===== config.mk =====
export PLATFORM = sky130hd
export DESIGN_NAME = vcf_top
export DESIGN_NICKNAME = d
export VERILOG_FILES = /design/src/vcf_pkg.sv /design/src/vcf_mon_if.sv /design/src/vcf_freq_mon.sv /design/src/vcf_top.sv
export VERILOG_INCLUDE_DIRS = /design/src /design/src/src
export SDC_FILE = /design/constraint.sdc
export NUM_CORES = 1
export LEC_CHECK = 0
export ABC_AREA = 1
export BUFFER_PORTS_ARGS = -buffer_cell sky130_fd_sc_hd__buf_2
export CAP_MARGIN = 20
export CORE_MARGIN = 3
export CORE_UTILIZATION = 40
export CTS_BUF_LIST = sky130_fd_sc_hd__clkbuf_4 sky130_fd_sc_hd__clkbuf_8
export DETAILED_ROUTE_END_ITERATION = 8
export PLACE_DENSITY = 0.68
export SLEW_MARGIN = 25
export SYNTH_ARGS = -nofsm -noshare
export SYNTH_HDL_FRONTEND = slang
export SYNTH_SLANG_ARGS = --single-unit

===== constraint.sdc =====
create_clock -name clk_in -period 13.3 [get_ports clk_in]
set_clock_uncertainty 0.15 [all_clocks]
set_input_delay 0.665 -clock clk_in [delete_from_list [all_inputs] [get_ports clk_in]]
set_output_delay 0.665 -clock clk_in [all_outputs]
set_load 0.05 [all_outputs]

===== src/vcf_map.svh =====
// Register map, field positions, reset values and counts of the calibration block
//
// What this block does
// - Three monitors flag references or oscillator too slow
// - Oscillator monitor watches external clock when selected
// - One bit picks normal or extended reference threshold
// - Sequencer timed from divided reference, not oscillator
// - Auto-load strap starts calibration; needs live reference
// - Zero-to-one calibrate transition after update starts calibration
// - Read-only bit shows calibration finished
// - Sync outputs, calibrate, release sync, close loop
// - Sync released without waiting for lock
// - Calibration clock is phase detector over divider
// - Calibration lasts fixed count of calibration clocks
// - No calibration from loop register changes alone
`ifndef VCF_MAP_SVH
`define VCF_MAP_SVH

`define VCF_ADDR_W         10
`define VCF_OFS_PLL_CTRL   10'h018
`define VCF_OFS_LD_MON     10'h01a
`define VCF_OFS_STATUS     10'h01f
`define VCF_OFS_POST_DIV   10'h1e0
`define VCF_OFS_UPDATE     10'h232

`define VCF_BIT_CAL_REQ    0
`define VCF_CALDIV_LSB     1
`define VCF_CALDIV_MSB     2
`define VCF_BIT_MON_EXT    6
`define VCF_BIT_CAL_DONE   6
`define VCF_BIT_REF1_LOW   0
`define VCF_BIT_REF2_LOW   1
`define VCF_BIT_OSC_LOW    2
`define VCF_BIT_UPDATE     0

`define VCF_RST_PLL_CTRL   8'h00
`define VCF_RST_LD_MON     8'h00
`define VCF_RST_POST_DIV   8'h00

`define VCF_CAL_CYCLES     4400

`endif


===== src/vcf_pkg.sv =====
// Types shared by the calibration block
`default_nettype none
package vcf_pkg;
  typedef logic [7:0] vcf_reg_t;
  typedef enum logic [2:0] {
    VCF_IDLE,
    VCF_SYNC,
    VCF_CAL,
    VCF_RELEASE,
    VCF_CLOSE
  } vcf_state_t;
endpackage
`default_nettype wire


===== src/vcf_mon_if.sv =====
// Carrier between the sequencer top and the frequency monitors
`default_nettype none
interface vcf_mon_if;
  logic [2:0] edge_seen;
  logic       thresh_ext;
  logic [2:0] too_slow;
  modport top (output edge_seen, output thresh_ext, input too_slow);
  modport mon (input edge_seen, input thresh_ext, output too_slow);
endinterface
`default_nettype wire


===== src/vcf_freq_mon.sv =====
// Three frequency status monitors counting cycles between input edges
`default_nettype none
module vcf_freq_mon
  import vcf_pkg::*;
#(
  parameter int          CNT_W      = 16,
  parameter logic [15:0] REF_NORMAL = 16'h0040,
  parameter logic [15:0] REF_EXTEND = 16'h0400,
  parameter logic [15:0] OSC_LIMIT  = 16'h0040
) (
  // Clock and reset
  input  wire logic clk_in,
  input  wire logic rst_in,
  // Edges and flags
  vcf_mon_if.mon    mon
);

  genvar g;
  generate
    for (g = 0; g < 3; g++) begin : g_mon
      logic [CNT_W-1:0] gap_q;
      logic [CNT_W-1:0] limit;
      logic             slow_q;
      // Channel 2 is the oscillator or external clock monitor
      assign limit = (g == 2) ? OSC_LIMIT[CNT_W-1:0] :
                     (mon.thresh_ext ? REF_EXTEND[CNT_W-1:0] :
                                       REF_NORMAL[CNT_W-1:0]);
      always_ff @(posedge clk_in or posedge rst_in) begin
        if (rst_in) begin
          gap_q  <= '0;
          slow_q <= 1'b0;
        end else if (mon.edge_seen[g]) begin
          gap_q  <= '0;
          slow_q <= 1'b0;
        end else if (gap_q >= limit) begin
          slow_q <= 1'b1;
        end else begin
          gap_q <= gap_q + 1'b1;
        end
      end
      assign mon.too_slow[g] = slow_q;
    end
  endgenerate

endmodule
`default_nettype wire


===== src/vcf_top.sv =====
// Calibration sequencer, staged registers and frequency monitor wiring
`default_nettype none
`include "vcf_map.svh"
module vcf_top
  import vcf_pkg::*;
#(
  parameter int R_W       = 14,
  parameter int CAL_COUNT = `VCF_CAL_CYCLES
) (
  // Clock and reset
  input  wire logic                  clk_in,
  input  wire logic                  rst_in,
  // Register access port
  input  wire logic                  reg_wr_in,
  input  wire logic                  reg_rd_in,
  input  wire logic [`VCF_ADDR_W-1:0] reg_addr_in,
  input  wire logic [7:0]            reg_wdata_in,
  output var  logic [7:0]            reg_rdata_out,
  // Pins from outside the clock domain
  input  wire logic                  ref1_clk_in,
  input  wire logic                  ref2_clk_in,
  input  wire logic                  osc_clk_in,
  input  wire logic                  ext_clk_in,
  input  wire logic                  ext_clk_sel_in,
  input  wire logic                  autoload_strap_in,
  // Loop configuration from the same clock
  input  wire logic [R_W-1:0]        r_divider_in,
  // Sequencer outputs and active post-divider setting
  output var  logic                  sync_hold_out,
  output var  logic                  cal_run_out,
  output var  logic                  loop_closed_out,
  output var  logic                  cal_done_out,
  output var  logic [2:0]            post_div_out,
  // Monitor outputs
  output logic                       ref1_low_out,
  output logic                       ref2_low_out,
  output logic                       osc_low_out
);

  ////////////////////////////////////////////////////////////////////////
  // Pin synchronisers and edge detect
  logic [5:0] pin_raw;
  logic [5:0] s1_q;
  logic [5:0] s2_q;
  logic [3:0] s3_q;
  logic [3:0] rise;

  assign pin_raw = {autoload_strap_in, ext_clk_sel_in, ext_clk_in,
                    osc_clk_in, ref2_clk_in, ref1_clk_in};

  always_ff @(posedge clk_in or posedge rst_in) begin
    if (rst_in) begin
      s1_q <= '0;
      s2_q <= '0;
      s3_q <= '0;
    end else begin
      s1_q <= pin_raw;
      s2_q <= s1_q;
      s3_q <= s2_q[3:0];
    end
  end

  assign rise = s2_q[3:0] & ~s3_q;

  ////////////////////////////////////////////////////////////////////////
  // Staged and active registers
  vcf_reg_t stg_ctrl_q;
  vcf_reg_t stg_mon_q;
  vcf_reg_t stg_post_q;
  vcf_reg_t act_ctrl_q;
  vcf_reg_t act_mon_q;
  vcf_reg_t act_post_q;
  logic     update;

  // Transfer strobe moves every staged value at once
  assign update = reg_wr_in && (reg_addr_in == `VCF_OFS_UPDATE)
                  && reg_wdata_in[`VCF_BIT_UPDATE];

  always_ff @(posedge clk_in or posedge rst_in) begin
    if (rst_in) begin
      stg_ctrl_q <= `VCF_RST_PLL_CTRL;
      stg_mon_q  <= `VCF_RST_LD_MON;
      stg_post_q <= `VCF_RST_POST_DIV;
    end else if (reg_wr_in) begin
      case (reg_addr_in)
        `VCF_OFS_PLL_CTRL: stg_ctrl_q <= reg_wdata_in;
        `VCF_OFS_LD_MON:   stg_mon_q  <= reg_wdata_in;
        `VCF_OFS_POST_DIV: stg_post_q <= reg_wdata_in;
        default: ;
      endcase
    end
  end

  always_ff @(posedge clk_in or posedge rst_in) begin
    if (rst_in) begin
      act_ctrl_q <= `VCF_RST_PLL_CTRL;
      act_mon_q  <= `VCF_RST_LD_MON;
      act_post_q <= `VCF_RST_POST_DIV;
    end else if (update) begin
      act_ctrl_q <= stg_ctrl_q;
      act_mon_q  <= stg_mon_q;
      act_post_q <= stg_post_q;
    end
  end

  always_ff @(posedge clk_in or posedge rst_in) begin
    if (rst_in) begin
      post_div_out <= 3'h0;
    end else begin
      post_div_out <= act_post_q[2:0];
    end
  end

  ////////////////////////////////////////////////////////////////////////
  // Start request: explicit transition or power-up auto-load
  logic       req_prev_q;
  logic [1:0] strap_wait_q;
  logic       auto_pend_q;
  logic       start;
  vcf_state_t state_q;

  always_ff @(posedge clk_in or posedge rst_in) begin
    if (rst_in) begin
      req_prev_q <= 1'b0;
    end else begin
      req_prev_q <= act_ctrl_q[`VCF_BIT_CAL_REQ];
    end
  end

  // Strap sampled once the synchroniser has filled after release
  always_ff @(posedge clk_in or posedge rst_in) begin
    if (rst_in) begin
      strap_wait_q <= 2'h0;
      auto_pend_q  <= 1'b0;
    end else if (strap_wait_q != 2'h3) begin
      strap_wait_q <= strap_wait_q + 2'h1;
      if (strap_wait_q == 2'h2) begin
        auto_pend_q <= s2_q[5];
      end
    end else if (start) begin
      auto_pend_q <= 1'b0;
    end
  end

  // Only the request bit edge or the strap start a run
  assign start = (state_q == VCF_IDLE) &&
                 ((act_ctrl_q[`VCF_BIT_CAL_REQ] && !req_prev_q) || auto_pend_q);

  ////////////////////////////////////////////////////////////////////////
  // Calibration clock from divided reference
  logic [R_W-1:0] r_cnt_q;
  logic [3:0]     div_cnt_q;
  logic [3:0]     div_last;
  logic           pd_tick;
  logic           cal_tick;

  assign pd_tick = rise[0] && (r_cnt_q >= r_divider_in - 1'b1);

  always_ff @(posedge clk_in or posedge rst_in) begin
    if (rst_in) begin
      r_cnt_q <= '0;
    end else if (start || pd_tick) begin
      r_cnt_q <= '0;
    end else if (rise[0]) begin
      r_cnt_q <= r_cnt_q + 1'b1;
    end
  end

  // Divide by 2, 4, 8 or 16
  always_comb begin
    case (act_ctrl_q[`VCF_CALDIV_MSB:`VCF_CALDIV_LSB])
      2'h0:    div_last = 4'h1;
      2'h1:    div_last = 4'h3;
      2'h2:    div_last = 4'h7;
      default: div_last = 4'hf;
    endcase
  end

  assign cal_tick = pd_tick && (div_cnt_q >= div_last);

  always_ff @(posedge clk_in or posedge rst_in) begin
    if (rst_in) begin
      div_cnt_q <= 4'h0;
    end else if (start || cal_tick) begin
      div_cnt_q <= 4'h0;
    end else if (pd_tick) begin
      div_cnt_q <= div_cnt_q + 4'h1;
    end
  end

  ////////////////////////////////////////////////////////////////////////
  // Sequencer
  logic [12:0] cyc_q;

  always_ff @(posedge clk_in or posedge rst_in) begin
    if (rst_in) begin
      state_q <= VCF_IDLE;
    end else begin
      case (state_q)
        VCF_IDLE:    if (start) state_q <= VCF_SYNC;
        VCF_SYNC:    if (cal_tick) state_q <= VCF_CAL;
        VCF_CAL: begin
          if (cal_tick && cyc_q == 13'(CAL_COUNT - 1)) state_q <= VCF_RELEASE;
        end
        // Sync drops here, before the loop has locked
        VCF_RELEASE: if (cal_tick) state_q <= VCF_CLOSE;
        VCF_CLOSE:   state_q <= VCF_IDLE;
        default:     state_q <= VCF_IDLE;
      endcase
    end
  end

  always_ff @(posedge clk_in or posedge rst_in) begin
    if (rst_in) begin
      cyc_q <= 13'h0;
    end else if (state_q != VCF_CAL) begin
      cyc_q <= 13'h0;
    end else if (cal_tick) begin
      cyc_q <= cyc_q + 13'h1;
    end
  end

  // Outputs held static, then released, then loop closed
  always_ff @(posedge clk_in or posedge rst_in) begin
    if (rst_in) begin
      sync_hold_out   <= 1'b0;
      cal_run_out     <= 1'b0;
      loop_closed_out <= 1'b1;
    end else begin
      sync_hold_out   <= (state_q == VCF_SYNC) || (state_q == VCF_CAL);
      cal_run_out     <= (state_q != VCF_IDLE);
      loop_closed_out <= (state_q == VCF_IDLE) || (state_q == VCF_CLOSE);
    end
  end

  always_ff @(posedge clk_in or posedge rst_in) begin
    if (rst_in) begin
      cal_done_out <= 1'b0;
    end else if (start) begin
      cal_done_out <= 1'b0;
    end else if (state_q == VCF_CLOSE) begin
      cal_done_out <= 1'b1;
    end
  end

  ////////////////////////////////////////////////////////////////////////
  // Frequency monitors
  vcf_mon_if mon_bus ();

  assign mon_bus.edge_seen  = {(s2_q[4] ? rise[3] : rise[2]), rise[1], rise[0]};
  assign mon_bus.thresh_ext = act_mon_q[`VCF_BIT_MON_EXT];

  vcf_freq_mon u_mon (
    .clk_in (clk_in),
    .rst_in (rst_in),
    .mon    (mon_bus.mon)
  );

  assign ref1_low_out = mon_bus.too_slow[0];
  assign ref2_low_out = mon_bus.too_slow[1];
  assign osc_low_out  = mon_bus.too_slow[2];

  ////////////////////////////////////////////////////////////////////////
  // Read data
  always_ff @(posedge clk_in or posedge rst_in) begin
    if (rst_in) begin
      reg_rdata_out <= 8'h00;
    end else if (reg_rd_in) begin
      case (reg_addr_in)
        `VCF_OFS_PLL_CTRL: reg_rdata_out <= act_ctrl_q;
        `VCF_OFS_LD_MON:   reg_rdata_out <= act_mon_q;
        `VCF_OFS_POST_DIV: reg_rdata_out <= act_post_q;
        `VCF_OFS_STATUS: begin
          reg_rdata_out <= {1'b0, cal_done_out, 3'h0, mon_bus.too_slow};
        end
        default:           reg_rdata_out <= 8'h00;
      endcase
    end
  end

endmodule
`default_nettype wire


-- After elaboration in Yosys (flattened, before gate mapping)
Cells that the tools add are included.
- register bits after elaboration: 168
- input port bits: 42
- output and inout port bits: 18
- add/sub/neg operators: 8
- order comparisons: 5
- equal/unequal tests: 23
- mux-type cells: 32
- bitwise operators: 2
- reduce and logical (&&, ||, !) cells: 29
- operators with widths (operator ; count):
    $mux W16 ; 6
    $add A16 B1 Y16 const B ; 3
    $pmux W8 S4 ; 1
    $eq A10 B5 Y1 const B ; 3
    $mux W14 ; 2
    $mux W13 ; 2
    $ge A16 B11 Y1 ; 1
    $ge A16 B16 Y1 ; 1
    $ge A16 B7 Y1 const B ; 1
    $ne A2 B2 Y1 const B ; 8
    $reduce_bool A2 Y1 ; 8
    $add A14 B1 Y14 const B ; 1
    $ge A14 B14 Y1 ; 1
    $sub A14 B1 Y14 const B ; 1
    $add A13 B1 Y13 const B ; 1
    $eq A13 B13 Y1 const B ; 1
    $mux W1 ; 12
    $mux W3 ; 4
    $pmux W3 S4 ; 1
    $pmux W4 S3 ; 1
    $mux W11 ; 1
    $eq A10 B10 Y1 const B ; 1
    $eq A10 B9 Y1 const B ; 1
    $mux W4 ; 2
    20 further kinds ; 35

-- Logic depth before layout (Yosys ltp)
Gate-level depths: netlist (run 1).
- depth after elaboration: 7
- gate-level depth with buffers: 23
- gate-level depth less buffers: 23

-- Modules after synthesis
Synthesis (run 1) repeated with hierarchy kept, for this count alone.
- cells, all modules: 1056
- area total of the unflattened synthesis: 8894.8 µm²
- modules (own cells, without submodules) (module ; times used ; cells an instance ; area an instance (µm²) ; sequential area each (µm²)):
    vcf_top ; 1 ; 661 ; 5973.2 ; 2929.1
    vcf_freq_mon ; 1 ; 395 ; 2921.6 ; 1276.2

-- Worst setup path after synthesis (run 1)
Ideal clock, no wire load.
- kind: input to register
- start: input port r_divider_in[0]
- end: register cyc_q[11]
- setup time: 0.065 ns
- data arrival time: 2.980 ns
- path slack: 10.105 ns
- stages: 23
- cells stage by stage: inv_1 -> ha_1 -> nand2_1 -> nor2_1 -> nand3b_1 -> nor2_1 -> nand2_1 -> nor2_1 -> nand3_1 -> xor2_1 -> inv_1 -> ha_1 -> nand2_1 -> nor2_1 -> nand2_1 -> nor2_1 -> nand2_1 -> nand3_2 -> nand3_2 -> nand2_2 -> buf_4 -> nand3b_1 -> nand2_1
- longest elaborated chain between the ends: 5
- ends and longest elaborated chain (item ; line ; RTL):
    from (decl) ; vcf_top.sv:27 ; input wire logic [R_W-1:0] r_divider_in,
    $sub A14 B1 Y14 ; vcf_top.sv:157 ; assign pd_tick = rise[0] && (r_cnt_q >= r_divider_in - 1'b1);
    $ge A14 B14 Y1 ; vcf_top.sv:157 ;
    $logic_and A1 B1 Y1 ; vcf_top.sv:157 ;
    $logic_and A1 B1 Y1 ; vcf_top.sv:179 ; assign cal_tick = pd_tick && (div_cnt_q >= div_last);
    $reduce_bool A2 Y1 (no source line) ; - ;
    to (signal assigned) ; vcf_top.sv:219 ; cyc_q <= cyc_q + 13'h1;
    to (decl) ; vcf_top.sv:193 ; logic [12:0] cyc_q;
No other way between the ends.
A chain may end at the register's enable or synchronous reset.

-- Worst setup path in the final report (run 1)
- start: input port r_divider_in[1]
- end: register cyc_q[11]
Same word-level chain as after synthesis.

==> results of run 1 <==
==> worst paths after layout <==
kind,slack [ps],startpoint,depth (start not counted),endpoint
min in group asynchronous,220,rst_in,2,cal_run_out
max in group asynchronous,11350,rst_in,3,r_cnt_q[5]
worst max register to register,10960,r_cnt_q[12],12,cyc_q[11]
worst min register to register,210,s1_q[4],0,s2_q[4]
worst min-delay path,150,ext_clk_in,1,s1_q[3]
worst max-delay path,9880,r_divider_in[1],24,cyc_q[11]
==> worst max-delay path, cell delays in order <==
cell,delay (ps)
buf_2,90
inv_1,80
ha_1,180
nand2_1,60
nor2_1,160
nand3b_1,140
nor2_1,140
nand2_1,70
nor2_1,140
nand3_1,110
xor2_1,140
inv_1,50
ha_1,260
nand2_1,60
nor2_1,140
nand2_1,90
nor2_1,90
nand2_1,70
nand3_2,100
nand3_2,130
nand2_2,330
inv_1,170
nand2_1,90
nand2_1,60
==> area by class of cell <==
cell class | instances | area (um2) | area share [%]
tap | 270 | 338 | 3.56
sequential | 168 | 4210 | 44.3
clock inverter | 14 | 188 | 1.98
clock buffer | 18 | 241 | 2.55
timing repair buffer | 63 | 325 | 3.43
multi-input combinational | 652 | 3510 | 37.0
inverter | 180 | 682 | 7.19
==> cells in the final DEF (no fill, tap or decap), types with 27 or more instances in the layout <==
| cell | n |
|---|---|
| o21ai_1 | 40 |
| nand2_1 | 208 |
| nor3_1 | 35 |
| nand3_1 | 45 |
| xor2_1 | 33 |
| nor2_1 | 89 |
| ha_1 | 33 |
| nand4_1 | 27 |
| inv_1 | 171 |
| dfrtp_1 | 167 |
| o21ai_0 | 66 |
| buf_2 | 59 |
==> Yosys cell counts (2+ instances only) <==
library cell	instances
nand2_4	3
buf_2	4
inv_1	172
nand3_1	45
dfrtp_1	167
o21ai_1	40
nand2_2	3
ha_1	33
nor2_2	3
nor3_2	2
nand4_1	27
nor3b_1	2
o31ai_1	3
or2_1	2
o22ai_1	8
nor3_1	35
nor2_1	89
nor4_2	2
o21a_1	2
inv_2	6
xor2_1	33
nor4_1	2
o21ai_0	66
nor3_4	2
nor2_4	2
nand2_1	208
nand3_2	3
xnor2_1	5
nand3b_1	4
buf_4	2
clkbuf_1	6
a21oi_1	18
==> kinds of logic after synthesis <==
logic type	Yosys count	share of synthesized area (%)
AOI/OAI and AO/OA	142	8.86
buffers and inverters	195	9.02
xor gates and xnor gates	38	3.93
and+or+nand+nor	439	23.7
adders and majority gates	33	4.87
DFF	168	49.6
==> flip-flops by register name (all words and copies together) (netlist names), 2 cells and up <==
| signal | flops |
|---|---|
| cyc_q | 13 |
| strap_wait_q | 2 |
| reg_rdata_out | 8 |
| act_mon_q | 8 |
| u_mon.g_mon.slow_q | 3 |
| s3_q | 4 |
| stg_ctrl_q | 8 |
| state_q | 3 |
| u_mon.g_mon.gap_q | 48 |
| stg_mon_q | 8 |
| act_post_q | 8 |
| r_cnt_q | 14 |
| act_ctrl_q | 8 |
| stg_post_q | 8 |
| s1_q | 6 |
| s2_q | 6 |
| div_cnt_q | 4 |
| post_div_out | 3 |
==> layer usage <==
metal / routed length [um] / vias to the layer above / global-route usage (%)
met4: 301 / 0 / 5.84
met5: 0 / - / 0
met1: 8170 / 3035 / 21.3
met2: 7770 / 117 / 25.6
met3: 595 / 24 / 3.09
li1: - / 3384 / -
==> power by group <==
part	leakage (nW)	switching [mW]	internal, mW
Combinational	2.12	0.0890	0.0523
Clock	0.220	0.200	0.194
Sequential	2.25	0.0340	0.543
Total	4.59	0.323	0.789
==> through the flow <==
stage / setup WS, ps / std cells / utilization (%) / total power [mW]
after floorplan: 7940 / 1015 / - / 0.688
after global placement: 9520 / 1333 / 44.2 / 0.725
after detailed placement: 9400 / 1333 / 44.2 / 0.728
after CTS: 9890 / 1365 / 46.3 / 1.12
after global routing: 9420 / 1365 / 46.3 / 1.18
final: 9880 / 1365 / 46.3 / 1.11
==> results.md, run 1 <==
* WHS at 151 ps
* Layout area overhead at 11.9%
* Initial Utilization at ~41%
* Worst Tran Pin Value at ~870 ps
* Dominant synthesized flop cell: dfrtp_1
* RSZ-0062 raised after global routing: false
* ANT nets after route at 0
* Post-synth EDFFs at 0
* DRT iter0 DRCs at between 300 and 400
* Pin count of the biggest net entering global routing at 99
* Leak at 4.59 nW
* Final min period at 3420 ps
* WP data arrival at 3630 ps
* DR WL/cell at 12.3 um
* Synth area leader: dfrtp_1
* Share of cells above drive strength 1 at 11.6%
* CP max FO at 22
* Yosys top cell area share at 49.3%
* Syn Inst Count at approximately 1000
* Clock Latency Late Sink at 460 ps
* # diodes at 0
* First-pass detailed-route iteration total at 6
* Syn nets at 1090
* Final period util at 25.8%
* Vias in the first global route at 6280
* Distinct cells, synth at 48
* Cts bufs inserted at 17
* DR vias/cell at approximately 4.8
* Final Hold Viols at 0
* Post-synthesis register bit count at 168
* Setup bufs post-CTS at 0
* Gr usage total at 15.8%
* Core Region at 0.0205 mm2
* # DRC at 0
* Post-CTS Hold Buffers at 0
* Max_cap viols at 0
* Die X at ~150 um
* DP Area at 0.00906 mm2
* Port bufs at 59
* Setup TNS at 0 ps
* Status: finished, final reports clean
* GRT Residual Overflow at 0
* YS warnings at 0
* H-tree levels at 4
* Req. time, crit path at 13510 ps
* First-pass GRT wire length at 29.4 mm
* Fin. max-slew vios at 0
* Cells resized by post-CTS repair at 0
* Finished Cell Area at 0.00949 mm2
* Die area at 0.0230 mm2
* Clock sinks at 168
* Worst vdd ir at 63.7 uV
* Post-synthesis cell area at 0.00848 mm2
* Nets at 1157
* Avg Cell Area, Syn at roughly 8.4 um2
* Initial antenna violation count at 0
* Startpoint types: input pin
* Dominant cells by area after synthesis: dfrtp_1, nand2_1, inv_1
* Filler cells at approximately 2000
* CP Class: in -> reg
* Ratio of total power to cell area at 117 mW/mm2
* Final setup violation count at 0
* Root Driver: clkbuf_8
* CTS Buffer Depth at 2
* Die span in y at 152 um
* Kind of end point of the critical path: register
* DP HPWL at 12.0 mm
* CTS tree: done
* Ys async rst share at 100%
* Fmax at 292 MHz
* Worst-path clk slew at 100 ps
* Relative slew slack at a little over two fifths
* Routed vias at 6560
* Hold WC Path Type: in -> reg
* Row count at 52
* IO Count at 60
* Sequential area share after synthesis at 49.6%
* Gpl congestion at 0.884
* Final wirelength at between 15 and 20 mm
Note: power is estimated with default switching activity, not from simulation.
==> run 2: changes to the inputs <==
clock period = 3.5 ns   (was 13.3 ns; I/O delays follow)
==> run 2 against run 1 <==
Critical path depth stayed put; combinational power rose to 4.0 times the previous value; via count rose by 0.76%; routed wire length increased by 0.84%; sequential power rose to 3.8 times the previous value; largest power group unchanged; register-to-register slack worse by 9600 ps; power grew to 3.7 times the previous value; worst hold slack got worse by 10 ps.
==> results.md, run 2 (synthesis gave the netlist of run 1 again) <==
* Status: finished, final reports clean
* DR WL/cell at 12.3 um (-0.61%)
* Hold WC Path Type: in -> reg
* Worst Tran Pin Value at 803 ps (-67.2 ps)
* Max FFs per register at 48 (unchanged)
* Relative slew slack at 46.3% (+4.4 points)
* CP max FO at 9 (-59%)
* Biggest register: u_mon.g_mon.gap_q
* Fin. max-slew vios at 0 (unchanged)
* CP max stage delay at 260 ps (-70 ps)
* Share of cells above drive strength 1 at 11.7% (+0.15 points)
* CTS tree: done
* Clock sinks at 168 (unchanged)
* Cts bufs inserted at 17 (unchanged)
* Routed vias at 6610 (+0.76%)
* Worst r2r path cells at 12 (unchanged)
* CTS Buffer Depth at 2 (unchanged)
* Final Hold Viols at 0 (unchanged)
* Port bufs at 59 (unchanged)
* WHS Endpoint: stg_post_q[6]
* Commonest non-fill, non-tap cells in the layout: nand2_1, inv_1, dfrtp_1
* First-pass GRT wire length at 29.4 mm (about the same)
* Registers with the most flip-flops: u_mon.g_mon.gap_q: 48 flops, r_cnt_q: 14 flops, cyc_q: 13 flops
* Die span in y at 152 um (unchanged)
* Layout area overhead at 13.8%
* Reg2Reg Setup Slack at 1330 ps (-9630 ps)
* Root Driver: clkbuf_8
* Cells resized by post-CTS repair at 0 (unchanged)
* R2r startpoint: r_cnt_q[5]
* Worst vdd ir at 228 uV (+260%)
* Most Frequent Cell on Critical Path: nand2_1
* # diodes at 0 (unchanged)
* Reg2reg end: cyc_q[3]
* Setup bufs post-CTS at 0 (unchanged)
* CP Class: in -> reg
* WHS Path Cells at 3 (+2)
* Initial Utilization at 41.4% (unchanged)
* Startpoint types: input pin
* Leak at 4.65 nW (+1.4%)
* RSZ-0062 raised after global routing: false
* Worst Path Buf+Inv at 4 (unchanged)
* Setup TNS at 0 ps (unchanged)
* Gpl congestion at 0.887 (+0.36%)
* Post-CTS Hold Buffers at 16 (+16)
* Pin count of the biggest net entering global routing at 71 (-28%)
* Commonest non-fill, non-tap cell in the layout: nand2_1
* Core Region at 0.0205 mm2 (unchanged)
* IO Count at 60 (unchanged)
* Worst-path clk slew at 90 ps (about the same)
* WHS at 141 ps (-10.4 ps)
* CP max-delay cell: ha_1
* Die X at 152 um (unchanged)
* Ratio of total power to cell area at 423 mW/mm2 (+260%)
* Final setup violation count at 0 (unchanged)
* First-pass detailed-route iteration total at 7 (+1)
* DRT iter0 DRCs at 305 (-22%)
* Hold_sp: reg_wr_in
* Nets at 1177 (+1.7%)
* Stages on the worst setup path at 24 (unchanged)
* DP HPWL at 12.1 mm (+1.4%)
* H-tree levels at 4 (unchanged)
* Req. time, crit path at 3720 ps (-9790 ps)
* ANT nets after route at 0 (unchanged)
* Critical-path cell list: buf_2 -> inv_1 -> ha_1 -> nand2_1 -> nor2_1 -> nand3b_1 -> nor2_1 -> nand2_1 -> nor2_1 -> nand3_1 -> xor2_1 -> inv_1 -> ha_1 -> nand2_1 -> nor2_1 -> nand2_1 -> nor2_1 -> nand2_1 -> nand3_2 -> nand3_2 -> nand2_2 -> buf_4 -> nand2_1 -> o21ai_1
* Die area at 0.0230 mm2 (unchanged)
* Row count at 52 (unchanged)
* Filler cells at 2040 (-0.15%)
* GRT Residual Overflow at 0 (unchanged)
* Final period util at about four fifths
* Kind of end point of the critical path: register
* # DRC at 0 (unchanged)
* Initial antenna violation count at 0 (unchanged)
* Max_cap viols at 0 (unchanged)
* Clock Latency Late Sink at 450 ps (about the same)
* DR vias/cell at 4.77 (-0.69%)
* Vias in the first global route at 6331 (+0.81%)
* Crit-path leading delay family: simple AND/OR/NAND/NOR gates
* Fmax at 365 MHz
* Gr usage total at 15.8% (-0.054 points)
* Final wirelength at 17.0 mm (+0.84%)
* Final min period at 2740 ps
* WP data arrival at 2960 ps (-670 ps)
[run 2: cell types whose count changed in the layout (fill, tap and decap cells not counted), sizes merged]
cell,before,now
buf,63,67
clkinvlp,0,3
bufinv,3,1
dlygate4sd3,0,16
clkbuf,18,20
inv,185,182
[run 2: report_power, final]
group / internal [mW] / switching [mW] / total, mW / leakage, nW
combinational: 0.218 / 0.345 / 0.562 / 2.21
sequential: 2.06 / 0.129 / 2.19 / 2.25
clock: 0.608 / 0.718 / 1.33 / 0.193
total: 2.89 / 1.19 / 4.08 / 4.65
[run 2: layout make-up]
class / instances / area [um2] / area share (%)
clock buffer: 20 / 263 / 2.72
clock inverter: 12 / 115 / 1.19
inverter: 180 / 681 / 7.05
multi-input combinational: 652 / 3510 / 36.3
sequential: 168 / 4210 / 43.6
tap: 270 / 338 / 3.50
timing repair buffer: 83 / 541 / 5.60
[run 2: per-stage QoR]
| stage | util (%) | power [mW] | cell area, um2 | worst slack (ps) | std cells |
|---|---|---|---|---|---|
| 2_1_floorplan | - | 2.62 | 8480 | 795 | 1015 |
| 3_3_place_gp | 44.5 | 2.76 | 9110 | 404 | 1337 |
| 3_5_place_dp | 44.5 | 2.78 | 9110 | 283 | 1337 |
| 4_1_cts | 47.1 | 4.14 | 9650 | 777 | 1385 |
| 5_1_grt | 47.1 | 4.35 | 9650 | 292 | 1385 |
| 6_report | 47.1 | 4.08 | 9650 | 759 | 1385 |
[run 2: how the worst max path moves through the flow]
stage,endpoint,slack [ps],start
2_1_floorplan,cyc_q[7],790,r_divider_in[0]
3_3_place_gp,cyc_q[11],400,r_divider_in[0]
3_5_place_dp,cyc_q[9],280,r_divider_in[0]
4_1_cts,cyc_q[3],780,r_divider_in[0]
5_1_grt,cyc_q[3],290,r_divider_in[0]
6_report,cyc_q[3],760,r_divider_in[0]
[run 2: metal layers]
| metal | global-route usage [%] | part of all wire, % | up-vias |
|---|---|---|---|
| li1 | - | - | 3419 |
| met1 | 20.5 | 47 | 3050 |
| met2 | 26.8 | 48 | 121 |
| met3 | 2.56 | 3.2 | 20 |
| met4 | 5.57 | 1.8 | 0 |
| met5 | 0 | 0 | - |
[run 2: worst reg2reg max path: stages, from the launching register on]
cell	delay, ps
dfrtp_1	450
ha_1	320
nand2_1	70
nor2_1	160
nand2_1	70
nand3_1	90
nand2_1	70
nand3_2	100
nand3_2	130
nand2_2	190
buf_4	180
nand2_1	60
o21ai_1	80
